==> src/include/ddps_regs.svh <==
/*
 * Register offsets, field positions, reset values and timing counts for
 * the dual data pointer select block.
 * Assumes byte-addressed Wishbone with one 32-bit word per register.
 */
`ifndef DDPS_REGS_SVH
`define DDPS_REGS_SVH

// Printed offsets are not all multiples of four: byte address = 4 * index
`define DDPS_AUX_IDX        8'hA2
`define DDPS_CLK_IDX        8'hAF
`define DDPS_DPTR0_IDX      8'hC0
`define DDPS_DPTR1_IDX      8'hC1
`define DDPS_MODE_IDX       8'hC2

`define DDPS_AUX_SEL_BIT    0
`define DDPS_AUX_ZERO_BIT   2
`define DDPS_AUX_FLAG_BIT   3
`define DDPS_AUX_BOOT_BIT   5
`define DDPS_CLK_SPI_BIT    0
`define DDPS_MODE_X2_BIT    0

`define DDPS_AUX_RESET      8'h00
`define DDPS_CLK_RESET      8'h00
`define DDPS_PTR_RESET      16'h0000

`define DDPS_BOOT_BASE      16'hF800
`define DDPS_CLK_FAST       4'h6
`define DDPS_CLK_SLOW       4'hC

`endif

==> src/include/ddps_pkg.sv <==
/*
 * Types shared by the dual data pointer select block.
 * Assumes nothing beyond a SystemVerilog compiler.
 */
package ddps_pkg;

    typedef struct packed {
        logic        boot_rom_map_en;
        logic        user_flag_three;
        logic        pointer_select;
    } ddps_aux_t;

    typedef struct packed {
        logic [15:0] ptr0;
        logic [15:0] ptr1;
    } ddps_ptrs_t;

endpackage

==> src/design/ddps_top.sv <==
/*
 * Dual data pointer select, boot ROM map enable and SPI clock-rate select,
 * all reachable as a classic Wishbone slave with one word per register.
 * Assumes a single 20 MHz clock and an asynchronous active-low reset; the
 * core drives pointer load/increment and the aux increment directly; the double-speed level is written over the bus.
 */
// Added by the designer: the Wishbone register port.
// Functional notes
// - Two 16-bit data pointers; select bit zero of aux register picks one.
// - Select zero uses first pointer, select one uses the second.
// - Boot enable set maps boot ROM over F800h to FFFFh, else unmapped.
// - Aux bit three is a plain read/write user flag with no effect.
// - Aux bit two always reads zero.
// - Increment of aux register toggles select, leaving the user flag alone.
// - Reserved aux bits may read any value; here they read zero.
// - Reset clears select; bit two reads zero after reset.
// - Reset clears the SPI rate select bit.
// - Double-speed gives 6 clocks per machine cycle, else 12; gates peripheral bits.
`timescale 1ns/1ps
`default_nettype none
`include "ddps_regs.svh"

module ddps_top
    import ddps_pkg::*;
(
    input  wire logic        clk_i,
    input  wire logic        reset_n_i,
    input  wire logic        wb_cyc_i,
    input  wire logic        wb_stb_i,
    input  wire logic        wb_we_i,
    input  wire logic [9:0]  wb_adr_i,
    input  wire logic [3:0]  wb_sel_i,
    input  wire logic [31:0] wb_dat_i,
    output logic      [31:0] wb_dat_o,
    output logic             wb_ack_o,
    input  wire logic        aux_inc_i,
    input  wire logic        ptr_load_i,
    input  wire logic [15:0] ptr_load_val_i,
    input  wire logic        ptr_inc_i,
    input  wire logic [15:0] code_addr_i,
    output logic      [15:0] data_pointer_o,
    output logic             boot_rom_map_en_o,
    output logic             boot_rom_hit_o,
    output logic             cpu_double_speed_o,
    output logic      [3:0]  cpu_clocks_per_cycle_o,
    output logic      [3:0]  spi_clocks_per_cycle_o
);

    ddps_aux_t   aux_q;
    ddps_aux_t   aux_d;
    ddps_ptrs_t  ptrs_q;
    ddps_ptrs_t  ptrs_d;
    logic        spi_rate_select_q;
    logic        spi_rate_select_d;
    logic        cpu_double_speed_q;
    logic        cpu_double_speed_d;
    logic        ack_q;
    logic [31:0] rdata_q;

    // Reset images; undefined documented bits are taken as zero
    localparam logic [7:0] AUX_RST = `DDPS_AUX_RESET;
    localparam logic [7:0] CLK_RST = `DDPS_CLK_RESET;

    function automatic logic hit(input logic [9:0] adr, input logic [7:0] idx);
        hit = (adr[9:2] == idx);
    endfunction

    wire         req      = wb_cyc_i && wb_stb_i && !ack_q;
    wire         wr_lo    = req && wb_we_i && wb_sel_i[0];
    wire         wr_hi    = req && wb_we_i && wb_sel_i[1];
    wire         hit_aux  = hit(wb_adr_i, `DDPS_AUX_IDX);
    wire         hit_clk  = hit(wb_adr_i, `DDPS_CLK_IDX);
    wire         hit_p0   = hit(wb_adr_i, `DDPS_DPTR0_IDX);
    wire         hit_p1   = hit(wb_adr_i, `DDPS_DPTR1_IDX);
    wire         hit_mode = hit(wb_adr_i, `DDPS_MODE_IDX);

    // Bit two and reserved bits are built as constant zero
    wire [7:0]   aux_rd   = {2'b00, aux_q.boot_rom_map_en, 1'b0,
                             aux_q.user_flag_three, 1'b0, 1'b0, aux_q.pointer_select};
    // Increment of the read image: with bit one zero the carry stops there, so of the stored fields only bit zero flips
    wire [7:0]   aux_inc  = aux_rd + 8'h01;

    wire         sel      = aux_q.pointer_select;
    wire [15:0]  active   = sel ? ptrs_q.ptr1 : ptrs_q.ptr0;

    wire [31:0]  rd_mux   = hit_aux  ? {24'h0000_00, aux_rd} :
                            hit_clk  ? {31'h0000_0000, spi_rate_select_q} :
                            hit_p0   ? {16'h0000, ptrs_q.ptr0} :
                            hit_p1   ? {16'h0000, ptrs_q.ptr1} :
                            hit_mode ? {31'h0000_0000, cpu_double_speed_q} :
                                       32'h0000_0000;

    always_comb begin
        aux_d = aux_q;
        if (wr_lo && hit_aux) begin
            aux_d.pointer_select  = wb_dat_i[`DDPS_AUX_SEL_BIT];
            aux_d.user_flag_three = wb_dat_i[`DDPS_AUX_FLAG_BIT];
            aux_d.boot_rom_map_en = wb_dat_i[`DDPS_AUX_BOOT_BIT];
        end else if (aux_inc_i) begin
            aux_d.pointer_select  = aux_inc[`DDPS_AUX_SEL_BIT];
            aux_d.user_flag_three = aux_inc[`DDPS_AUX_FLAG_BIT];
            aux_d.boot_rom_map_en = aux_inc[`DDPS_AUX_BOOT_BIT];
        end
    end

    always_comb begin
        ptrs_d = ptrs_q;
        if (wr_lo && hit_p0) begin
            ptrs_d.ptr0[7:0] = wb_dat_i[7:0];
        end
        if (wr_hi && hit_p0) begin
            ptrs_d.ptr0[15:8] = wb_dat_i[15:8];
        end
        if (wr_lo && hit_p1) begin
            ptrs_d.ptr1[7:0] = wb_dat_i[7:0];
        end
        if (wr_hi && hit_p1) begin
            ptrs_d.ptr1[15:8] = wb_dat_i[15:8];
        end
        // Core access works only on the selected pointer and wins over the bus
        if (ptr_load_i || ptr_inc_i) begin
            if (sel) begin
                ptrs_d.ptr1 = ptr_load_i ? ptr_load_val_i : ptrs_q.ptr1 + 16'h0001;
            end else begin
                ptrs_d.ptr0 = ptr_load_i ? ptr_load_val_i : ptrs_q.ptr0 + 16'h0001;
            end
        end
    end

    assign spi_rate_select_d  = (wr_lo && hit_clk) ? wb_dat_i[`DDPS_CLK_SPI_BIT] : spi_rate_select_q;
    assign cpu_double_speed_d = (wr_lo && hit_mode) ? wb_dat_i[`DDPS_MODE_X2_BIT] : cpu_double_speed_q;

    always_ff @(posedge clk_i or negedge reset_n_i) begin
        if (!reset_n_i) begin
            aux_q.pointer_select  <= AUX_RST[`DDPS_AUX_SEL_BIT];
            aux_q.user_flag_three <= AUX_RST[`DDPS_AUX_FLAG_BIT];
            aux_q.boot_rom_map_en <= AUX_RST[`DDPS_AUX_BOOT_BIT];
            ptrs_q             <= {`DDPS_PTR_RESET, `DDPS_PTR_RESET};
            spi_rate_select_q  <= CLK_RST[`DDPS_CLK_SPI_BIT];
            cpu_double_speed_q <= 1'b0;
        end else begin
            aux_q              <= aux_d;
            ptrs_q             <= ptrs_d;
            spi_rate_select_q  <= spi_rate_select_d;
            cpu_double_speed_q <= cpu_double_speed_d;
        end
    end

    always_ff @(posedge clk_i or negedge reset_n_i) begin
        if (!reset_n_i) begin
            ack_q   <= 1'b0;
            rdata_q <= 32'h0000_0000;
        end else begin
            ack_q   <= req;
            rdata_q <= req ? rd_mux : rdata_q;
        end
    end

    assign wb_ack_o               = ack_q;
    assign wb_dat_o               = rdata_q;
    assign data_pointer_o         = active;
    assign boot_rom_map_en_o      = aux_q.boot_rom_map_en;
    assign boot_rom_hit_o         = aux_q.boot_rom_map_en && (code_addr_i >= `DDPS_BOOT_BASE);
    assign cpu_double_speed_o     = cpu_double_speed_q;
    assign cpu_clocks_per_cycle_o = cpu_double_speed_q ? `DDPS_CLK_FAST : `DDPS_CLK_SLOW;
    assign spi_clocks_per_cycle_o = (cpu_double_speed_q && !spi_rate_select_q) ? `DDPS_CLK_FAST
                                                                              : `DDPS_CLK_SLOW;

    sel_toggle_a: assert property (@(posedge clk_i) disable iff (!reset_n_i)
        (aux_inc_i && !(wr_lo && hit_aux)) |=> (aux_q.pointer_select != $past(aux_q.pointer_select))
            && (aux_q.user_flag_three == $past(aux_q.user_flag_three)))
        else $error("increment did not toggle select only");

    bit_two_a: assert property (@(posedge clk_i) disable iff (!reset_n_i)
        (req && !wb_we_i && hit_aux) |=> (wb_ack_o && wb_dat_o[`DDPS_AUX_ZERO_BIT] == 1'b0))
        else $error("aux bit two read non-zero");

    ptr_route_a: assert property (@(posedge clk_i) disable iff (!reset_n_i)
        data_pointer_o == (aux_q.pointer_select ? ptrs_q.ptr1 : ptrs_q.ptr0))
        else $error("wrong pointer routed");

    ptr_keep_a: assert property (@(posedge clk_i) disable iff (!reset_n_i)
        (ptr_inc_i && !ptr_load_i && !aux_q.pointer_select && !wr_lo && !wr_hi)
            |=> (ptrs_q.ptr0 == $past(ptrs_q.ptr0) + 16'h0001) && (ptrs_q.ptr1 == $past(ptrs_q.ptr1)))
        else $error("unselected pointer changed");

    boot_map_a: assert property (@(posedge clk_i) disable iff (!reset_n_i)
        boot_rom_hit_o == (aux_q.boot_rom_map_en && code_addr_i >= 16'hF800))
        else $error("boot map window wrong");

    flag_store_a: assert property (@(posedge clk_i) disable iff (!reset_n_i)
        (wr_lo && hit_aux) |=> (aux_q.user_flag_three == $past(wb_dat_i[3])))
        else $error("user flag not stored");

    spi_rate_a: assert property (@(posedge clk_i) disable iff (!reset_n_i)
        (!cpu_double_speed_q |-> spi_clocks_per_cycle_o == 4'hC)
            and (cpu_double_speed_q && !spi_rate_select_q |-> spi_clocks_per_cycle_o == 4'h6))
        else $error("spi rate wrong");

    cpu_rate_a: assert property (@(posedge clk_i) disable iff (!reset_n_i)
        cpu_clocks_per_cycle_o == (cpu_double_speed_q ? 4'h6 : 4'hC))
        else $error("cpu rate wrong");

    reset_clear_a: assert property (@(posedge clk_i)
        $rose(reset_n_i) |-> (!aux_q.pointer_select && !spi_rate_select_q))
        else $error("reset values wrong");

    ack_once_a: assert property (@(posedge clk_i) disable iff (!reset_n_i)
        wb_ack_o |=> !wb_ack_o)
        else $error("ack held two cycles");

    // Bus handshake: one answer per taken request, nothing else
    ack_follow_a: assert property (@(posedge clk_i) disable iff (!reset_n_i)
        req |=> wb_ack_o)
        else $error("request not answered");

    ack_cause_a: assert property (@(posedge clk_i) disable iff (!reset_n_i)
        wb_ack_o |-> $past(wb_cyc_i && wb_stb_i))
        else $error("ack without request");

    ack_idle_a: assert property (@(posedge clk_i) disable iff (!reset_n_i)
        !(wb_cyc_i && wb_stb_i) |=> !wb_ack_o)
        else $error("ack while bus idle");

    rdata_hold_a: assert property (@(posedge clk_i) disable iff (!reset_n_i)
        !req |=> $stable(wb_dat_o))
        else $error("read data moved without request");

    // Read images of each register except the mode register
    aux_read_a: assert property (@(posedge clk_i) disable iff (!reset_n_i)
        (req && !wb_we_i && hit_aux)
            |=> (wb_dat_o[31:6] == 26'h000_0000) && (wb_dat_o[4] == 1'b0) && (wb_dat_o[1] == 1'b0))
        else $error("aux reserved bits not zero");

    aux_fields_a: assert property (@(posedge clk_i) disable iff (!reset_n_i)
        (req && !wb_we_i && hit_aux)
            |=> (wb_dat_o[0] == $past(aux_q.pointer_select)) && (wb_dat_o[3] == $past(aux_q.user_flag_three))
                && (wb_dat_o[5] == $past(aux_q.boot_rom_map_en)))
        else $error("aux field read wrong");

    clk_read_a: assert property (@(posedge clk_i) disable iff (!reset_n_i)
        (req && !wb_we_i && hit_clk)
            |=> (wb_dat_o[31:1] == 31'h0000_0000) && (wb_dat_o[0] == $past(spi_rate_select_q)))
        else $error("spi clock register read wrong");

    p0_read_a: assert property (@(posedge clk_i) disable iff (!reset_n_i)
        (req && !wb_we_i && hit_p0) |=> wb_dat_o == {16'h0000, $past(ptrs_q.ptr0)})
        else $error("first pointer read wrong");

    p1_read_a: assert property (@(posedge clk_i) disable iff (!reset_n_i)
        (req && !wb_we_i && hit_p1) |=> wb_dat_o == {16'h0000, $past(ptrs_q.ptr1)})
        else $error("second pointer read wrong");

    unmapped_read_a: assert property (@(posedge clk_i) disable iff (!reset_n_i)
        (req && !hit_aux && !hit_clk && !hit_p0 && !hit_p1 && !hit_mode) |=> wb_dat_o == 32'h0000_0000)
        else $error("unmapped read not zero");

    // Aux register updates
    sel_write_a: assert property (@(posedge clk_i) disable iff (!reset_n_i)
        (wr_lo && hit_aux) |=> aux_q.pointer_select == $past(wb_dat_i[0]))
        else $error("select not stored");

    boot_write_a: assert property (@(posedge clk_i) disable iff (!reset_n_i)
        (wr_lo && hit_aux) |=> aux_q.boot_rom_map_en == $past(wb_dat_i[5]))
        else $error("boot enable not stored");

    aux_idle_a: assert property (@(posedge clk_i) disable iff (!reset_n_i)
        (!aux_inc_i && !(wr_lo && hit_aux)) |=> $stable(aux_q))
        else $error("aux changed with no cause");

    inc_boot_a: assert property (@(posedge clk_i) disable iff (!reset_n_i)
        (aux_inc_i && !(wr_lo && hit_aux)) |=> $stable(aux_q.boot_rom_map_en))
        else $error("increment disturbed boot enable");

    // Clock control updates and derived rates
    spi_write_a: assert property (@(posedge clk_i) disable iff (!reset_n_i)
        (wr_lo && hit_clk) |=> spi_rate_select_q == $past(wb_dat_i[0]))
        else $error("spi rate bit not stored");

    spi_keep_a: assert property (@(posedge clk_i) disable iff (!reset_n_i)
        !(wr_lo && hit_clk) |=> $stable(spi_rate_select_q))
        else $error("spi rate bit changed");

    spi_slow_a: assert property (@(posedge clk_i) disable iff (!reset_n_i)
        (cpu_double_speed_q && spi_rate_select_q) |-> spi_clocks_per_cycle_o == 4'hC)
        else $error("spi slow rate wrong");

    spi_nox2_a: assert property (@(posedge clk_i) disable iff (!reset_n_i)
        !cpu_double_speed_o |-> spi_clocks_per_cycle_o == 4'hC)
        else $error("spi rate without double speed");

    mode_write_a: assert property (@(posedge clk_i) disable iff (!reset_n_i)
        (wr_lo && hit_mode) |=> cpu_double_speed_o == $past(wb_dat_i[0]))
        else $error("double speed not stored");

    // Pointer updates
    load_p0_a: assert property (@(posedge clk_i) disable iff (!reset_n_i)
        (ptr_load_i && !aux_q.pointer_select)
            |=> (ptrs_q.ptr0 == $past(ptr_load_val_i)) && $stable(ptrs_q.ptr1))
        else $error("first pointer load wrong");

    load_p1_a: assert property (@(posedge clk_i) disable iff (!reset_n_i)
        (ptr_load_i && aux_q.pointer_select)
            |=> (ptrs_q.ptr1 == $past(ptr_load_val_i)) && $stable(ptrs_q.ptr0))
        else $error("second pointer load wrong");

    inc_p1_a: assert property (@(posedge clk_i) disable iff (!reset_n_i)
        (ptr_inc_i && !ptr_load_i && aux_q.pointer_select && !wr_lo && !wr_hi)
            |=> (ptrs_q.ptr1 == $past(ptrs_q.ptr1) + 16'h0001) && $stable(ptrs_q.ptr0))
        else $error("second pointer increment wrong");

    lane_low_a: assert property (@(posedge clk_i) disable iff (!reset_n_i)
        (wr_lo && hit_p1 && !ptr_load_i && !ptr_inc_i)
            |=> ptrs_q.ptr1[7:0] == $past(wb_dat_i[7:0]))
        else $error("pointer low byte not stored");

    lane_keep_a: assert property (@(posedge clk_i) disable iff (!reset_n_i)
        (wr_lo && !wr_hi && hit_p1 && !ptr_load_i && !ptr_inc_i)
            |=> ptrs_q.ptr1[15:8] == $past(ptrs_q.ptr1[15:8]))
        else $error("unselected pointer lane changed");

    ptr_idle_a: assert property (@(posedge clk_i) disable iff (!reset_n_i)
        (!ptr_load_i && !ptr_inc_i && !wr_lo && !wr_hi) |=> $stable(ptrs_q))
        else $error("pointers changed with no cause");

    // Boot map window
    boot_off_a: assert property (@(posedge clk_i) disable iff (!reset_n_i)
        !boot_rom_map_en_o |-> !boot_rom_hit_o)
        else $error("boot hit while disabled");

    boot_low_a: assert property (@(posedge clk_i) disable iff (!reset_n_i)
        (code_addr_i < 16'hF800) |-> !boot_rom_hit_o)
        else $error("boot hit below window");

    // State just after reset
    reset_ptr_a: assert property (@(posedge clk_i)
        $rose(reset_n_i) |-> (ptrs_q == 32'h0000_0000) && !cpu_double_speed_q && !wb_ack_o)
        else $error("pointers or ack not cleared");

endmodule // ddps_top

`default_nettype wire

==> config.mk <==
export PLATFORM = sky130hd
export DESIGN_NAME = ddps_top
export DESIGN_NICKNAME = d
export VERILOG_FILES = /design/src/include/ddps_pkg.sv /design/src/design/ddps_top.sv
export VERILOG_INCLUDE_DIRS = /design/src /design/src/include
export SDC_FILE = /design/constraint.sdc
export NUM_CORES = 1
export LEC_CHECK = 0
export BUFFER_PORTS_ARGS = -buffer_cell sky130_fd_sc_hd__buf_2
export CAP_MARGIN = 30
export CORE_MARGIN = 3
export CORE_UTILIZATION = 44
export CTS_CLUSTER_DIAMETER = 120
export DETAILED_ROUTE_END_ITERATION = 10
export GPL_ROUTABILITY_DRIVEN = 0
export PLACE_DENSITY = 0.85
export SLEW_MARGIN = 5
export SYNTH_ARGS = -nofsm -noshare
export SYNTH_HDL_FRONTEND = slang
export SYNTH_SLANG_ARGS = --single-unit
==> constraint.sdc <==
create_clock -name clk_i -period 2.2 [get_ports clk_i]
set_input_delay 0.33 -clock clk_i [delete_from_list [all_inputs] [get_ports clk_i]]
set_output_delay 0.33 -clock clk_i [all_outputs]
set_load 0.1 [all_outputs]
# [Yosys cells after proc, flatten, opt, wreduce, memory -nomap -nowiden]
# Index checks and enable logic that the tools add are counted.
[classes] addsub=3 n_lt_le_gt_ge=1 eq_ne=5 mux=19 n_reduce_logical=18
[op_table] operator="two-way mux 16 bit" count=9
[op_table] operator="equality test 8 bit (second input constant)" count=5
[op_table] operator="adder 16 x 1 -> 16 bit (second input constant)" count=2
[op_table] operator="two-way mux 32 bit" count=1
[op_table] operator="two-way mux 8 bit" count=4
[op_table] operator=">= comparator 16 bit (second input constant)" count=1
[op_table] operator="logical AND 1 bit" count=14
[op_table] operator="two-way mux 4 bit" count=2
[op_table] operator="adder 6 x 1 -> 6 bit (second input constant)" count=1
[op_table] operator="two-way mux 3 bit" count=2
[op_table] operator="zero test 1 bit" count=2
[op_table] operator="nonzero test 2 bit" count=1
[op_table] operator="logical OR 1 bit" count=1
[op_table] operator="two-way mux 1 bit" count=1
[totals] regBits=70 word_cells=55

# [Logic depth before layout (Yosys ltp)]
# Gate-level depths: netlist of the first run.
[depth] ltp_word=8 mapped_depth=7

# [Worst setup path before layout of the first run]
# Ideal clock, no wire load.
[synth_timing] kind="flip-flop to output port" start="register aux_q, in the netlist sel" end="output data_pointer_o[0]" arrival_time_ps=2874 t_required_ps=1870 setup_slack_ps=-1004 path_stages_with_launch=4 n_path_buf=2 path_cell_list="dfrtp_1 clkbuf_1 clkbuf_1 o21ai_0"
[synth_via] elab_chain_len=1
[synth_rtl] element="start, declared" line="ddps_top.sv:49" source="ddps_aux_t aux_q;"
[synth_rtl] element="start signal, assigned" line="ddps_top.sv:142" source="aux_q <= aux_d;"
[synth_rtl] element="two-way mux 16 bit" line="ddps_top.sv:84" source="wire [15:0] active = sel ? ptrs_q.ptr1 : ptrs_q.ptr0;"
[synth_rtl] element="end, declared" line="ddps_top.sv:41" source="output logic [15:0] data_pointer_o,"
# No other way between the ends.

==> results of run 1 <==
[cell usage in the layout, fill, tap and decap left out, drive strengths merged, types with 4 or more instances in the layout]
master  instances
a21oi          19
a22oi          14
and3            5
buf           111
clkbuf          7
conb           20
dfrtp          54
inv            12
mux2           20
mux2i          27
nand2          29
nand2b         15
nand3          13
nand4          10
nor2           20
nor3           12
nor4            8
o211ai         19
o21ai          46
o22ai           4
xnor2          14
xor2           12
[worst paths after layout]
| kind | to | from | slack, ns |
|---|---|---|---|
| worst min register to register | wb_dat_o[13] | wb_dat_o[13] | 0.48 |
| worst min-delay path | boot_rom_map_en_o | reset_n_i | 0.13 |
| worst max register to register | ptrs_q[14] | wb_ack_o | 0.15 |
| max in group asynchronous | wb_ack_o | reset_n_i | 1.57 |
| worst max-delay path | ptrs_q[14] | wb_ack_o | 0.15 |
| min in group clk_i | boot_rom_map_en_o | wb_dat_i[5] | 0.29 |
[layer usage]
metal,up-vias,track usage,wire length [um]
met5,-,0,0
li1,1704,-,-
met1,1745,0.2898,4540
met3,23,0.04628,1014
met4,0,0.09349,236
met2,208,0.3569,5330
[state kept, by name (all words and copies together) (netlist names)]
signal	cells
ptrs_q	32
wb_dat_o	16
aux_q	1
boot_rom_map_en_o	1
cpu_double_speed_o	1
sel	1
spi_rate_select_q	1
wb_ack_o	1
[layout make-up]
class                      count  area (um2)
inverter                      13       52.55
tap                          105       131.4
multi-input combinational    335        2250
clock buffer                   7       76.32
sequential                    54        1354
fill                         736        3638
timing repair buffer         111       838.3
[where the power goes]
part	switching, uW	total, uW	internal [uW]
Sequential	548	1850	1300
Clock	317	538	220
Combinational	3020	4690	1670
[metrics by stage]
stage	worst slack (ns)	std cells
global route	0.01350	625
finish	0.1519	625
detailed placement	-0.001442	618
CTS	0.1845	625
global placement	0.08412	618
floorplan	-0.2568	448
[cells by family (layout without fill, tap and decap cells)]
group	after synthesis	after routing	synth area share
compound gates	112	112	0.1775
simple gates	128	128	0.1899
flops	54	54	0.3536
fa+ha+maj	2	2	0.006548
mux	47	47	0.1297
xor+xnor	26	26	0.05959
buf+inv	59	131	0.08121
other cells	2	20	0.001965
==> reports/metrics.yaml, run 1 <==
power:
  p_leak_uw: 0.002014
  peakVddDrop_mv: 0.7616
  power_density_mw_per_mm2: 1505
  finalPower_uw: 7077
floorplanning:
  start_util: 0.4581
  die-area_mm2: 0.009839
  die_h_um: 99.19
  pin_count: 146
  placementRows: 33
  die_width_um: 99.19
  core_region_area_mm2: 0.008341
setup_path:
  cp_cell_sequence: "nand4b_1, nor4_4, mux2_1, o21ai_0, a21oi_1"
  slowest_stage: "nor4_4"
  critical_path.max_fanout: 5
  cp.arrival_ns: 2.24
  required_ns: 2.39
  worstSetupPathType: "reg -> reg"
  crit_path_end_kind: "register"
  cpPeakStageDelay_ns: 0.51
  reg2reg_depth: 5
  worst-path-buf-inv: 0
  worstSetupPathDepth: 5
  start_kind: "register"
  critPathTopFamily: "simple AND/OR/NAND/NOR gates"
timing:
  period_share: 0.9310
  slew_headroom: 0.5364
  finalHoldViolations: 0
  final_max_slew_viol_count: 0
  min_period_ns: 2.048
  skew_ns: 0.006215
  setup_tns_ns: 0
  worst_pin_slew_ns: 0.6955
  fin_hold_ws_ns: 0.1283
  fmax_mhz: 488.3
  rsz0062_at_grt: "no"
  setup_viol: 0
layout:
  antennaDiodeCount: 0
  final_cell_area_mm2: 0.004702
  drive_gt1_frac: 0.2846
  syn_to_final_growth_pct: 23.05
  num-nets-final: 608
  final_util: 0.5638
synth:
  synth_area_leader_cell: "dfrtp_1"
  synth_most_common_cell: "dfrtp_1"
  synth_area_leaders: "dfrtp_1 (35%), mux2i_1 (7.1%), o21ai_0 (5.8%)"
  async_flop_share: 1.000
  syn_inst: 430
  netlist_area_mm2: 0.003821
  syn_area_per_cell_um2: 8.886
  synth_seq_area_share: 0.3536
  synth_top_area_frac: 0.3536
  ys_seq_elements: 54
  synth.top_cells.by_count: "dfrtp_1 (54), o21ai_0 (44), nand2_1 (29)"
  synth_flop_cell: "dfrtp_1"
  yosysUniqueCellTypes: 48
  synth_edf_count: 0
  yosys_warnings: 0
routing:
  drc: 0
  first_pass_iters: 5
  wl_per_cell_um: 17.79
  num_vias: 3680
  post_drt_via_cell_ratio: 5.888
  postRouteAntennaNets: 0
  routed_wl_um: 11120
  drt_iter0_drc: 244
global_route:
  grt_overflow: 0
  grt_pass1_vias: 3605
  grt_max_degree: 55
  antenna_found_initial: 0
  grt_pass1_wl_um: 17640
  grt_use_total: 0.2217
clock_tree:
  clk_latency_ns: 0.31
  cts.sinks: 54
  cts_made_buffers: 5
  cts_setup_buffers: 0
  cts_root_buffer: "clkbuf_8"
  htreeDepth: 2
  clkTransAtPathRegs_ns: 0.09
  clk_path_buf_depth: 2
  hold_buffers: 0
  cts_tree: "done"
  cts_resized: 0
worst_hold_path:
  hp-class: "in -> async"
place:
  placed_area_mm2: 0.004626
  dp_hpwl_um: 8278
  io_buffers: 94
outcome:
  status: "complete, no violations"
flow_run:
  max-cap-violations: 0
(Power assumes the default switching activity.)
==> run 2: changes to the inputs <==
--- a/config.mk
+++ b/config.mk
@@ -7,13 +7,13 @@
 export NUM_CORES = 1
 export LEC_CHECK = 0
 export BUFFER_PORTS_ARGS = -buffer_cell sky130_fd_sc_hd__buf_2
-export CAP_MARGIN = 30
+export CAP_MARGIN = 25
 export CORE_MARGIN = 3
 export CORE_UTILIZATION = 44
 export CTS_CLUSTER_DIAMETER = 120
 export DETAILED_ROUTE_END_ITERATION = 10
 export GPL_ROUTABILITY_DRIVEN = 0
-export PLACE_DENSITY = 0.85
+export PLACE_DENSITY = 0.78
 export SLEW_MARGIN = 5
 export SYNTH_ARGS = -nofsm -noshare
 export SYNTH_HDL_FRONTEND = slang
==> run 2 against run 1 <==
  * Maximum frequency fell by 3.0%
  * Clock power rose by 11%
  * Total power rose by 0.73%
  * The run now ends with hold timing left
  * Sequential share of layout area fell by 0.19 points
  * Clock-buffer cell count fell by 1
  * Die area did not move
  * First-iteration DRC count rose by 16%
  * Cell area rose by 0.67%
  * Critical path depth fell by 2
  * Non-clock buffer count did not move
  * Hold slack got worse by 0.14 ns
  * Critical endpoint is now data_pointer_o[15]
  * Global-route usage rose by 0.42 points
==> reports/metrics.yaml, run 2 (same netlist as run 1, synthesis figures left out) <==
routing:
  postRouteAntennaNets: 0  # unchanged
  drc: 0  # unchanged
  drt_iter0_drc: 282  # was 244
  num_vias: 3718  # was 3,680
  wl_per_cell_um: 17.73  # was 17.79 um
  post_drt_via_cell_ratio: 5.939  # was 5.888
  routed_wl_um: 11100  # was 11,120 um
  first_pass_iters: 5  # unchanged
clock_tree:
  clk_path_buf_depth: 2  # unchanged
  cts_tree: "done"  # unchanged
  cts_root_buffer: "clkbuf_8"  # unchanged
  cts_setup_buffers: 0  # unchanged
  cts_resized: 0  # unchanged
  cts_made_buffers: 5  # unchanged
  clk_latency_ns: 0.32  # was 0.31 ns
  htreeDepth: 2  # unchanged
  cts.sinks: 54  # unchanged
  clkTransAtPathRegs_ns: 0.10  # was 0.09 ns
  hold_buffers: 0  # unchanged
setup_path:
  rrSetupSlack_ns: 0.22  # was 0.15 ns
  worstSetupPathType: "reg -> out"  # was reg -> reg
  start_kind: "register"  # unchanged
  crit_path_end_kind: "output pin"  # was register
  critPathTopFamily: "flip-flops"  # was simple AND/OR/NAND/NOR gates
  reg2reg_to: "ptrs_q[14]"  # unchanged
  startpoint: "sel"  # was wb_ack_o
  required_ns: 1.87  # was 2.39 ns
  slowest_stage: "dfrtp_1"  # was nor4_4
  worstSetupPathDepth: 3  # was 5
  cpPeakStageDelay_ns: 0.58  # was 0.51 ns
  cp_cell_sequence: "buf_4, mux2_2, buf_12"  # was nand4b_1, nor4_4, mux2_1, o21ai_0, a21oi_1
  worst-path-buf-inv: 2  # was 0
  cp.arrival_ns: 1.78  # was 2.24 ns
  critical_path.max_fanout: 14  # was 5
  reg2reg_depth: 6  # was 5
  r2r-start: "wb_ack_o"  # unchanged
  worstSetupEndpoint: "data_pointer_o[15]"  # was ptrs_q[14]
timing:
  setup_viol: 0  # unchanged
  worst_pin_slew_ns: 0.5336  # was 0.6955 ns
  setup_slack_ns: 0.08799  # was 0.1519 ns
  fin_hold_ws_ns: -0.01404  # was 0.1283 ns
  final_max_slew_viol_count: 0  # unchanged
  skew_ns: 0.01072  # was 0.006215 ns
  min_period_ns: 2.112  # was 2.048 ns
  fmax_mhz: 473.5  # was 488.3 MHz
  period_share: 0.9600  # was 0.9310
  rsz0062_at_grt: "no"  # unchanged
  slew_headroom: 0.6405  # was 0.5364
  finalHoldViolations: 18  # was 0
floorplanning:
  pin_count: 146  # unchanged
  start_util: 0.4581  # unchanged
  die-area_mm2: 0.009839  # unchanged
  placementRows: 33  # unchanged
  core_region_area_mm2: 0.008341  # unchanged
  die_h_um: 99.19  # unchanged
  die_width_um: 99.19  # unchanged
layout:
  largest_reg_flops: 32  # unchanged
  drive_gt1_frac: 0.2898  # was 0.2846
  stdcell_count: 626  # was 625
  top_register: "ptrs_q"  # unchanged
  syn_to_final_growth_pct: 23.87  # was 23.05%
  layout_common_cells: "buf_2 (78), dfrtp_1 (52), o21ai_0 (40), nand2_1 (29), mux2i_1 (27)"  # unchanged
  num-nets-final: 608  # unchanged
  antennaDiodeCount: 0  # unchanged
  layout_commonest_cell: "buf_2"  # unchanged
power:
  power_density_mw_per_mm2: 1506  # was 1505 mW/mm2
  finalPower_uw: 7129  # was 7077 uW
  p_leak_uw: 0.002028  # was 0.002014 uW
  peakVddDrop_mv: 0.8552  # was 0.7616 mV
outcome:
  status: "finished, violations left"  # was complete, no violations
  violations: "hold timing"
global_route:
  grt_overflow: 0  # unchanged
  grt_use_total: 0.2259  # was 0.2217
  antenna_found_initial: 0  # unchanged
  grt_max_degree: 55  # unchanged
  grt_pass1_vias: 3603  # was 3,605
  grt_pass1_wl_um: 17970  # was 17,640 um
place:
  place_ws_ns: 0.07554  # was -0.001442 ns
  dp_hpwl_um: 8217  # was 8278 um
  io_buffers: 94  # unchanged
  placedCellCount: 618  # unchanged
worst_hold_path:
  hp-class: "in -> async"  # unchanged
flow_run:
  max-cap-violations: 0  # unchanged
[run 2: area by class of cell]
cell class / count / area, um2
Clock buffer: 6 / 82.58
Clock inverter: 2 / 12.51
Fill cell: 730 / 3607
Inverter: 13 / 52.55
Multi-Input combinational cell: 335 / 2250
Sequential cell: 54 / 1354
Tap cell: 105 / 131.4
Timing Repair Buffer: 111 / 850.8
[run 2: worst min-delay path by stage]
stage,startpoint,endpoint,slack [ns],cells past startpoint
after floorplan,reset_n_i,aux_q[1],0.03,0
final,reset_n_i,boot_rom_map_en_o,-0.01,2
after detailed placement,reset_n_i,ptrs_q[21],0.35,2
after CTS,reset_n_i,ptrs_q[21],0.009,2
after global placement,reset_n_i,boot_rom_map_en_o,0.35,2
after global routing,reset_n_i,ptrs_q[5],0.02,2
[run 2: routing by layer]
| layer | wire, um | GRT usage | share of wire | up-vias |
|---|---|---|---|---|
| met1 | 4547 | 0.3021 | 0.41 | 1782 |
| met4 | 212 | 0.07878 | 0.019 | 0 |
| li1 | - | - | - | 1699 |
| met3 | 985 | 0.04067 | 0.089 | 25 |
| met5 | 0 | 0 | 0 | - |
| met2 | 5357 | 0.3688 | 0.48 | 212 |
[run 2: through the flow]
step / utilization / TNS [ns] / area, um2
2_1_floorplan: - / -0.9971 / 3911
3_3_place_gp: 0.5561 / 0 / 4638
3_5_place_dp: 0.5561 / 0 / 4638
4_1_cts: 0.5675 / 0 / 4733
5_1_grt: 0.5675 / 0 / 4733
6_report: 0.5675 / 0 / 4733
[run 2: where the power goes]
group | leakage (uW) | switching [uW] | internal (uW) | total (uW)
Sequential | 0.000677 | 581 | 1300 | 1880
Combinational | 0.00130 | 2990 | 1660 | 4650
Clock | 0.0000472 | 345 | 254 | 599
==> run 3: changes to the inputs <==
--- a/config.mk
+++ b/config.mk
@@ -9,11 +9,12 @@
 export BUFFER_PORTS_ARGS = -buffer_cell sky130_fd_sc_hd__buf_2
 export CAP_MARGIN = 25
 export CORE_MARGIN = 3
-export CORE_UTILIZATION = 44
-export CTS_CLUSTER_DIAMETER = 120
+export CORE_UTILIZATION = 35
+export CTS_CLUSTER_DIAMETER = 80
 export DETAILED_ROUTE_END_ITERATION = 10
 export GPL_ROUTABILITY_DRIVEN = 0
-export PLACE_DENSITY = 0.78
+export HOLD_SLACK_MARGIN = 0.15
+export PLACE_DENSITY = 0.65
 export SLEW_MARGIN = 5
 export SYNTH_ARGS = -nofsm -noshare
 export SYNTH_HDL_FRONTEND = slang
==> run 3 against run 2 <==
  * The run now ends clean
  * Register-to-register slack better by 0.02 ns
  * Global-route usage down 4.7 points
  * Total power about the same
  * Combinational power about the same
  * First-iteration DRC count up 23%
  * Clock skew down 0.0017 ns
  * Largest cell class unchanged
==> reports/metrics.yaml, run 3 (same netlist as run 1, synthesis figures left out) <==
outcome:
  status: "complete, no violations"  # was finished, violations left
clock_tree:
  clk_path_buf_depth: 2  # unchanged
  cts.sinks: 54  # unchanged
  hold_buffers: 0  # unchanged
  cts_root_buffer: "clkbuf_8"  # unchanged
  cts_tree: "done"  # unchanged
  clkTransAtPathRegs_ns: 0.11  # was 0.10 ns
  htreeDepth: 2  # unchanged
  cts_setup_buffers: 0  # unchanged
  cts_resized: 0  # unchanged
  cts_made_buffers: 5  # unchanged
  clk_latency_ns: 0.31  # was 0.32 ns
setup_path:
  worst-path-buf-inv: 2  # unchanged
  cp.arrival_ns: 1.77  # was 1.78 ns
  worstSetupPathType: "reg -> out"  # unchanged
  cpPeakStageDelay_ns: 0.62  # was 0.58 ns
  start_kind: "register"  # unchanged
  cp_cell_sequence: "buf_4, mux2_2, buf_12"  # unchanged
  slowest_stage: "dfrtp_1"  # unchanged
  crit_path_end_kind: "output pin"  # unchanged
  required_ns: 1.87  # about the same
  critPathTopFamily: "flip-flops"  # unchanged
  critical_path.max_fanout: 11  # was 14
layout:
  top_register: "ptrs_q"  # unchanged
  final_util: 0.4574  # was 0.5675
  layout_commonest_cell: "buf_2"  # unchanged
  drive_gt1_frac: 0.2925  # was 0.2898
  final_cell_area_mm2: 0.004786  # was 0.004733 mm2
  syn_to_final_growth_pct: 25.25  # was 23.87%
  num-nets-final: 610  # was 608
  layout_common_cells: "buf_2 (78), dfrtp_1 (52), o21ai_0 (40), nand2_1 (29), mux2i_1 (27)"  # unchanged
  largest_reg_flops: 32  # unchanged
  fillers: 1044  # was 730
  antennaDiodeCount: 0  # unchanged
place:
  placed_area_mm2: 0.004692  # was 0.004638 mm2
  io_buffers: 94  # unchanged
  dp_hpwl_um: 8455  # was 8217 um
routing:
  postRouteAntennaNets: 0  # unchanged
  drc: 0  # unchanged
  num_vias: 3576  # was 3,718
  first_pass_iters: 5  # unchanged
  wl_per_cell_um: 17.05  # was 17.73 um
  routed_wl_um: 11240  # was 11,100 um
  post_drt_via_cell_ratio: 5.426  # was 5.939
  drt_iter0_drc: 346  # was 282
power:
  finalPower_uw: 7133  # was 7129 uW
  p_leak_uw: 0.002032  # was 0.002028 uW
  peakVddDrop_mv: 0.7644  # was 0.8552 mV
  power_density_mw_per_mm2: 1490  # was 1506 mW/mm2
floorplanning:
  placementRows: 37  # was 33
  start_util: 0.3652  # was 0.4581
  die_h_um: 110.5  # was 99.19 um
  die_width_um: 110.5  # was 99.19 um
  pin_count: 146  # unchanged
  core_region_area_mm2: 0.01046  # was 0.008341 mm2
  die-area_mm2: 0.01221  # was 0.009839 mm2
timing:
  final_max_slew_viol_count: 0  # unchanged
  worst_pin_slew_ns: 0.7205  # was 0.5336 ns
  fmax_mhz: 475.6  # was 473.5 MHz
  setup_tns_ns: 0  # unchanged
  period_share: 0.9557  # was 0.9600
  finalHoldViolations: 0  # was 18
  min_period_ns: 2.103  # was 2.112 ns
  setup_viol: 0  # unchanged
  slew_headroom: 0.5196  # was 0.6405
  skew_ns: 0.009005  # was 0.01072 ns
  rsz0062_at_grt: "no"  # unchanged
worst_hold_path:
  hp-class: "in -> async"  # unchanged
flow_run:
  max-cap-violations: 0  # unchanged
global_route:
  grt_use_total: 0.1793  # was 0.2259
  antenna_found_initial: 0  # unchanged
  grt_pass1_wl_um: 18060  # was 17,970 um
  grt_max_degree: 55  # unchanged
  grt_overflow: 0  # unchanged
  grt_pass1_vias: 3489  # was 3,603
-- run 3: cell type report --
cell class / count / area [um2] / area share
multi-input cells: 335 / 2250 / 0.4701
flip-flops and latches: 54 / 1354 / 0.2829
repair buffers: 113 / 865.8 / 0.1809
well taps: 136 / 170.2 / 0.03556
clock buffers: 5 / 68.82 / 0.01438
inverters: 13 / 52.55 / 0.01098
clock inverters: 3 / 25.02 / 0.005229
-- run 3: routing by layer --
layer | up-vias | track usage | wire length [um]
met5 | - | 0 | 0
met4 | 0 | 0.04516 | 104
met3 | 7 | 0.03342 | 920
met2 | 164 | 0.2840 | 5171
met1 | 1699 | 0.2524 | 5040
li1 | 1706 | - | -
-- run 3: worst reg2reg max path: cells and delay by family (launching register included) --
kind	cells	cell delay [ns]
flops	1	0.42
simple gates	2	0.71
compound gates	2	0.22
buf+inv	1	0.18
mux	1	0.31
-- run 3: final timing paths --
path                             start            endpoint  slack [ns]  depth (start not counted)
setup / recovery                   sel  data_pointer_o[11]         0.1                          3
hold / removal               reset_n_i   boot_rom_map_en_o        0.14                          2
setup reg to reg              wb_ack_o          ptrs_q[14]        0.24                          6
hold reg to reg            wb_dat_o[7]         wb_dat_o[7]        0.48                          2
max in group asynchronous    reset_n_i            wb_ack_o        1.55                          2
min in group clk_i         wb_dat_i[5]   boot_rom_map_en_o        0.29                          2
-- run 3: report_power, final --
part	switching, uW	leakage [uW]	internal, uW
clock	367	0.0000447	231
combinational	2990	0.00131	1680
sequential	570	0.000677	1300
total	3920	0.00203	3210
-- run 3: per-stage QoR --
stage                     hold WS (ns)  std cells  setup WS, ns
after floorplan                0.03441        448       -0.2568
after global placement          0.4595        651        0.1104
after detailed placement        0.4663        651       0.09496
after global routing            0.1934        659       0.03654
final                           0.1387        659       0.09747
after CTS                       0.1801        659        0.1157
